--- config.mk ---
export PLATFORM = sky130hd
export DESIGN_NAME = sciu_irq_unit
export DESIGN_NICKNAME = d
export VERILOG_FILES = /design/src/sciu_pkg.sv /design/src/sciu_apb_decode.sv /design/src/sciu_priority.sv /design/src/sciu_irq_unit.sv
export SDC_FILE = /design/constraint.sdc
export NUM_CORES = 1
export LEC_CHECK = 0
export BUFFER_PORTS_ARGS = -buffer_cell sky130_fd_sc_hd__buf_4
export CAP_MARGIN = 20
export CORE_UTILIZATION = 40
export CTS_CLUSTER_SIZE = 20
export DETAILED_ROUTE_END_ITERATION = 12
export PLACE_DENSITY = 0.75
export SETUP_SLACK_MARGIN = 0.02
export SYNTH_ARGS = -nofsm -noshare
export SYNTH_HDL_FRONTEND = slang
export SYNTH_SLANG_ARGS = --single-unit
--- constraint.sdc ---
create_clock -name core_clk -period 2.7 [get_ports core_clk]
set_input_delay 0.405 -clock core_clk [delete_from_list [all_inputs] [get_ports core_clk]]
set_output_delay 0.405 -clock core_clk [all_outputs]
set_load 0.02 [all_outputs]
--- src/sciu_pkg.sv ---
// Package for the card interrupt unit: register map, field layout, types
// ------------------------------------------------------------------
// ------------------------------------------------------------------
package sciu_pkg;

  // ------------------------------------------------------------------
  // Register map: printed offsets are not multiples of four, so they are indices
  // ------------------------------------------------------------------
  localparam logic [7:0] SCIU_IDX_SELECT = 8'h00_AB;
  localparam logic [7:0] SCIU_IDX_IRQ = 8'h00_AE;
  localparam logic [11:0] SCIU_ADDR_SELECT = {2'b00, SCIU_IDX_SELECT, 2'b00};
  localparam logic [11:0] SCIU_ADDR_IRQ = {2'b00, SCIU_IDX_IRQ, 2'b00};

  // ------------------------------------------------------------------
  // Field positions and reset values
  // ------------------------------------------------------------------
  localparam int SCIU_BIT_TBE = 7;
  localparam int SCIU_BIT_RSVD = 6;
  localparam int SCIU_BIT_OVC = 5;
  localparam int SCIU_BIT_VERR = 4;
  localparam int SCIU_BIT_WTO = 3;
  localparam int SCIU_BIT_SENT = 2;
  localparam int SCIU_BIT_RECV = 1;
  localparam int SCIU_BIT_PAR = 0;
  localparam int SCIU_BIT_BANK = 0;
  localparam logic [7:0] SCIU_EVT_MASK = 8'h00_BF;
  localparam logic [7:0] SCIU_SEL_MASK = 8'h00_5F;
  localparam logic [7:0] SCIU_FLAG_RST = 8'h00_00;
  localparam logic [7:0] SCIU_EN_RST = 8'h00_00;
  localparam logic [7:0] SCIU_SEL_RST = 8'h00_08;
  localparam logic [2:0] SCIU_SRC_NONE = 3'h7;

  // Event strobes from the card interface, one cycle each
  typedef struct packed {
    logic tx_buffer_empty;
    logic current_overflow;
    logic voltage_error;
    logic waiting_timeout;
    logic char_sent;
    logic char_received;
    logic parity_error;
  } sciu_events_t;

  // APB request as seen by the slave
  typedef struct packed {
    logic psel;
    logic penable;
    logic pwrite;
    logic [11:0] paddr;
    logic [31:0] pwdata;
  } sciu_apb_req_t;

  // Decoded register access, valid in the access cycle
  typedef struct packed {
    logic wr_sel;
    logic wr_irq;
    logic rd_irq;
    logic err;
  } sciu_acc_t;

  // Flatten events into the register layout; bit 6 stays zero
  function automatic logic [7:0] sciu_pack(input sciu_events_t e);
    logic [7:0] v;
    v = 8'h00_00;
    v[SCIU_BIT_TBE] = e.tx_buffer_empty;
    v[SCIU_BIT_OVC] = e.current_overflow;
    v[SCIU_BIT_VERR] = e.voltage_error;
    v[SCIU_BIT_WTO] = e.waiting_timeout;
    v[SCIU_BIT_SENT] = e.char_sent;
    v[SCIU_BIT_RECV] = e.char_received;
    v[SCIU_BIT_PAR] = e.parity_error;
    return v;
  endfunction

endpackage

--- src/sciu_apb_decode.sv ---
// APB address decode for the card interrupt unit
`timescale 1ns/1ns
module sciu_apb_decode
  import sciu_pkg::*;
(
  input wire sciu_apb_req_t req,
  input wire logic bank_sel,
  output sciu_acc_t acc
);

  // Access phase only; one shared offset split by the bank select bit
  always_comb begin
    acc = '0;
    if (req.psel && req.penable) begin
      if (req.paddr == SCIU_ADDR_SELECT) begin
        acc.wr_sel = req.pwrite;
      end else if (req.paddr == SCIU_ADDR_IRQ) begin
        acc.wr_irq = req.pwrite && bank_sel;
        acc.rd_irq = !req.pwrite && !bank_sel;
        acc.err = 1'b0;
      end else begin
        acc.err = 1'b1;
      end
    end
  end

endmodule

--- src/sciu_priority.sv ---
// Priority encoder for pending card interrupt sources
`timescale 1ns/1ns
module sciu_priority
  import sciu_pkg::*;
(
  input wire logic [7:0] pending,
  output logic [2:0] source
);

  // Highest bit wins: buffer empty down to parity error; bit 6 never pends
  always_comb begin
    source = SCIU_SRC_NONE;
    for (int i = 0; i < 8; i++) begin
      if (pending[i] && i != SCIU_BIT_RSVD) begin
        source = 3'(i);
      end
    end
  end

endmodule

--- src/sciu_irq_unit.sv ---
// Card UART interrupt flags, enables, bank select and APB slave
//
// The APB slave port was left to the implementer.
`timescale 1ns/1ns
module sciu_irq_unit
  import sciu_pkg::*;
(
  input wire logic core_clk,
  input wire logic rst,
  input wire logic psel,
  input wire logic penable,
  input wire logic pwrite,
  input wire logic [11:0] paddr,
  input wire logic [31:0] pwdata,
  input wire logic [3:0] pstrb,
  output logic [31:0] prdata,
  output logic pready,
  output logic pslverr,
  input wire sciu_events_t events,
  output logic irq,
  output logic [2:0] irq_source,
  output logic [7:0] select_ctrl
);

  // ------------------------------------------------------------------
  // State
  // ------------------------------------------------------------------
  typedef struct packed {
    logic [7:0] flags;
    logic [7:0] enables;
    logic [7:0] select;
    logic [31:0] rdata;
    logic ready;
    logic err;
    logic irq;
    logic [2:0] src;
  } sciu_state_t;

  sciu_state_t state_q;
  sciu_state_t state_d;
  sciu_apb_req_t req;
  sciu_acc_t acc;
  sciu_acc_t acc_fire;
  logic [7:0] set_vec;
  logic [7:0] pend_d;
  logic [2:0] src_d;

  // ------------------------------------------------------------------
  // Bus decode and priority
  // ------------------------------------------------------------------
  assign req = '{psel: psel, penable: penable, pwrite: pwrite, paddr: paddr, pwdata: pwdata};

  sciu_apb_decode u_decode (
    .req(req),
    .bank_sel(state_q.select[SCIU_BIT_BANK]),
    .acc(acc)
  );

  sciu_priority u_prio (
    .pending(pend_d),
    .source(src_d)
  );

  // Parity error is only taken with a sent or received character
  always_comb begin
    set_vec = sciu_pack(events);
    set_vec[SCIU_BIT_PAR] = events.parity_error &&
                            (events.char_sent || events.char_received);
  end

  // ------------------------------------------------------------------
  // Next state
  // ------------------------------------------------------------------
  // One-wait slave: the first access cycle acts, pready rises in the next one, then drops
  always_comb begin
    state_d = state_q;
    acc_fire = acc;
    if (state_q.ready) begin
      acc_fire = '0; // Second access cycle is the completing one already seen
    end
    state_d.ready = psel && penable && !state_q.ready;
    state_d.err = acc_fire.err;
    state_d.rdata = 32'h0000_0000;
    if (psel && penable && !pwrite && !state_q.ready) begin
      if (paddr == SCIU_ADDR_SELECT) begin
        state_d.rdata = {24'h00_0000, state_q.select};
      end else if (paddr == SCIU_ADDR_IRQ) begin
        state_d.rdata = {24'h00_0000, state_q.select[SCIU_BIT_BANK] ?
                         state_q.enables : state_q.flags};
      end
    end
    // Reading the flags clears them; new events in that cycle survive
    state_d.flags = (acc_fire.rd_irq ? SCIU_FLAG_RST : state_q.flags) | set_vec;
    state_d.flags = state_d.flags & SCIU_EVT_MASK;
    // Flag register takes no writes; only the enable bank is writable
    if (acc_fire.wr_irq && pstrb[0]) begin
      state_d.enables = pwdata[7:0] & SCIU_EVT_MASK;
    end
    if (acc_fire.wr_sel && pstrb[0]) begin
      state_d.select = pwdata[7:0] & SCIU_SEL_MASK;
    end
    pend_d = state_d.flags & state_d.enables;
    state_d.irq = |pend_d;
    state_d.src = src_d;
  end

  // ------------------------------------------------------------------
  // Registers
  // ------------------------------------------------------------------
  always_ff @(posedge core_clk) begin
    if (rst) begin
      state_q <= '0;
      state_q.flags <= SCIU_FLAG_RST;
      state_q.enables <= SCIU_EN_RST;
      state_q.select <= SCIU_SEL_RST;
      state_q.src <= SCIU_SRC_NONE;
    end else begin
      state_q <= state_d;
    end
  end

  // Outputs straight from flops; pready too, so every access takes one wait cycle
  assign prdata = state_q.rdata;
  assign pready = state_q.ready;
  assign pslverr = state_q.err;
  assign irq = state_q.irq;
  assign irq_source = state_q.src;
  assign select_ctrl = state_q.select;

endmodule

==> flow_summary.yaml <==
status:
  outcome: "finished, final reports clean"
synthesis:
  synth-edff-count: 0
  synth_seq_cells: 34
  synthFlopType: "sky130_fd_sc_hd__dfxtp_1"
  netlist_top_cells_area: "sky130_fd_sc_hd__dfxtp_1 38%, sky130_fd_sc_hd__buf_4 18%, sky130_fd_sc_hd__mux2i_1 7.3%"
  seq_area_frac_synth_pct: 38.1
  syn_area_mm2: 0.00178
  netlist_top_cells_count: "43 x sky130_fd_sc_hd__buf_4, 34 x sky130_fd_sc_hd__dfxtp_1, 22 x sky130_fd_sc_hd__nor2_1"
  yosysUniqueCellTypes: 40
  share_of_the_synthesized_area_in_the_top_cell_type_pct: 38.1
  asyncSetResetFlopFracSynth_pct: 0
  synth_largest_area_cell: "sky130_fd_sc_hd__dfxtp_1"
  ys.warnings.count: 0
  netlist_instances: 200
  synth_area_per_cell_um2: 8.92
  post-synth-top-count-cell: "sky130_fd_sc_hd__buf_4"
setup_path:
  critical_path.cell_chain: "and3b_1, and2_1, and3_4, mux2i_2, o22ai_2, o41a_1"
  required_ns: 2.87
  crit_path_category: "flip-flop to flip-flop"
  timing.critical_path.slowest_cell_delay_ns: 0.41
  critPathMaxFanout: 6
  timing.critical_path.to_type: "flip-flop"
  worst-path-buf-inv: 0
  timing.critical_path.arrival_ns: 2.26
  critical_path.top_delay_family: "simple AND/OR/NAND/NOR gates"
  startpoint_type: "flip-flop"
  timing.critical_path.slowest_stage_cell: "sky130_fd_sc_hd__o41a_1"
detailed_routing:
  detail_route.wirelength_um: 3590
  detail_route.first_pass.iterations: 4
  vias: 1361
  detail-route-antenna-nets: 0
  post-route-drc-count: 0
  wl_per_cell_um: 12.3
  viasPerCell: 4.66
  first_iter_violations: 82
floorplan:
  boundaryPins: 106
  chipWidth_um: 68.8
  dieHeight_um: 68.8
  fp-row-count: 23
  core-area_mm2: 0.00414
  dieArea_mm2: 0.00473
  start_util_pct: 43.1
cells_and_area:
  synthToLayoutAreaGrowth_pct: 17.8
  fill_cells: 408
  layoutNonFillerInstCount: 292
  insertedDiodeCount: 0
  ff_latch_area_um2: 681
  fin_util_pct: 50.7
  multi_input_area_um2: 821
  post_route_cells_drive_above_1_share_pct: 29.8
  postLayoutCellArea_mm2: 0.00210
  final_nets: 301
place:
  dpl.cell_count: 284
  dp_hpwl_um: 2740
  io_buffer_count: 52
  rd_place_congestion: 0.828
  dpl_worst_slack_ns: 0.366
  postPlaceCellArea_mm2: 0.00201
clocking:
  cts.reportedPaths.clkPinSlew_ns: 0.07
  clk-insertion-delay-late_ns: 0.29
  post_cts_hold_buffer_count: 0
  cts.repair.resized: 0
  cts.path.max_buffers: 2
  clock_root_buffer: "sky130_fd_sc_hd__clkbuf_8"
  maximum_level_of_the_cts_h_tree: 2
  cts_made_buffers: 5
  cts_setup_buffers: 0
  cts_num_sinks: 34
  clock_tree_from_tritoncts: "yes"
global_route:
  grt_start_max_net_pins: 24
  wire_length_of_the_first_global_routing_pass_um: 5440
  grt_pass1_vias: 1220
  globalRouteOverflowTotal: 0
  antenna_found_initial: 0
  grt_use_total_pct: 16.3
timing:
  final_critical_path_setup_slack_ns: 0.611
  timing.fmax_mhz: 479
  timing.clock.skew_ns: 0.00213
  min_period_over_period_pct: 77.4
  number_of_failing_hold_endpoints_at_the_final_stage: 0
  final_max_slew_viol_count: 0
  hold_ws_ns: 0.347
  setup_total_negative_slack_ns: 0
  setup_viol: 0
  min_period_ns: 2.09
  grt_setup_unrepaired: "false"
pwr:
  netSwitchingFraction_pct: 25.2
  report.power.total_mw: 1.02
  power.share.sequential_pct: 50.6
  share_comb_of_total_power_pct: 11.1
  cell_internal_pwr_uw: 761
  static_leakage_nw: 0.917
  power.clock.fraction_pct: 38.3
  cellPowerDensity_mw_per_mm2: 484
  power.ir.vdd_worst_uv: 150
  power.switching_uw: 257
job:
  maxcap_viol_count: 0
hold_path:
  hold_path_class: "input pin to flip-flop"
[path summary, 6_finish.rpt]
kind	start	endpoint	slack, ns	cells past startpoint
max reg2reg	pready	irq	0.61	6
min reg2reg	select_ctrl[4]	prdata[4]	0.49	2
max	pready	irq	0.61	6
min	events[4]	state_q[58]	0.35	3
[sequential cells by signal, summed over array words and instances (netlist names)]
signal       cells
select_ctrl      6
prdata           8
pslverr          1
state_q         14
irq              1
pready           1
irq_source       3
[final cells by class]
type                            count  area share, %
Tap cell                           50           2.98
Clock inverter                      1          0.238
Multi-Input combinational cell    138           39.0
Timing Repair Buffer               57           20.4
Clock buffer                        7           4.11
Inverter                            5          0.893
Sequential cell                    34           32.4
[tightest hold or removal path, cell delays in order]
cell and delay, ns:
sky130_fd_sc_hd__buf_4 0.08, sky130_fd_sc_hd__a21oi_2 0.04, sky130_fd_sc_hd__nor2_1 0.07
[routing by layer]
layer	wire [um]	vias to the layer above	global-route usage [%]	part of all wire (%)
li1	-	703	-	-
met1	1630	611	18.7	45
met2	1680	41	26.8	47
met3	218	6	5.76	6.1
met4	65	0	8.16	1.8
met5	0	-	0	0
[placed cells by master (no fill, tap or decap), types with 2 or more instances in the layout]
cell and instances:
sky130_fd_sc_hd__a21oi_1 11, sky130_fd_sc_hd__a22o_1 2, sky130_fd_sc_hd__buf_4 57, sky130_fd_sc_hd__nor2_1 22
sky130_fd_sc_hd__mux2i_2 2, sky130_fd_sc_hd__o221ai_1 2, sky130_fd_sc_hd__nand3b_1 2, sky130_fd_sc_hd__conb_1 26
sky130_fd_sc_hd__nand4_1 6, sky130_fd_sc_hd__o21ai_0 13, sky130_fd_sc_hd__dfxtp_1 34, sky130_fd_sc_hd__inv_1 5
sky130_fd_sc_hd__nand3_1 5, sky130_fd_sc_hd__a22oi_1 2, sky130_fd_sc_hd__nand2_1 6, sky130_fd_sc_hd__and2_1 4
sky130_fd_sc_hd__nor2b_1 2, sky130_fd_sc_hd__and4bb_1 2, sky130_fd_sc_hd__clkbuf_8 6, sky130_fd_sc_hd__mux2i_1 13
[power by group through the flow]
stage	registers (mW)	clock network, mW	logic (mW)
4_1_cts	0.515	0.397	0.112
6_report	0.516	0.390	0.113
5_1_grt	0.516	0.419	0.124
3_5_place_dp	0.527	0	0.112
2_1_floorplan	0.526	0	0.0891
3_3_place_gp	0.526	0	0.111
[logic make-up after synthesis]
group	count (synthesis)	synth area share, %
mux	15	8.84
simple gates	57	17.0
other cells	1	0.210
buf+inv	53	21.1
compound gates	39	14.2
flops	34	38.1
xor+xnor	1	0.491
Note: power is estimated with default switching activity, not from simulation.
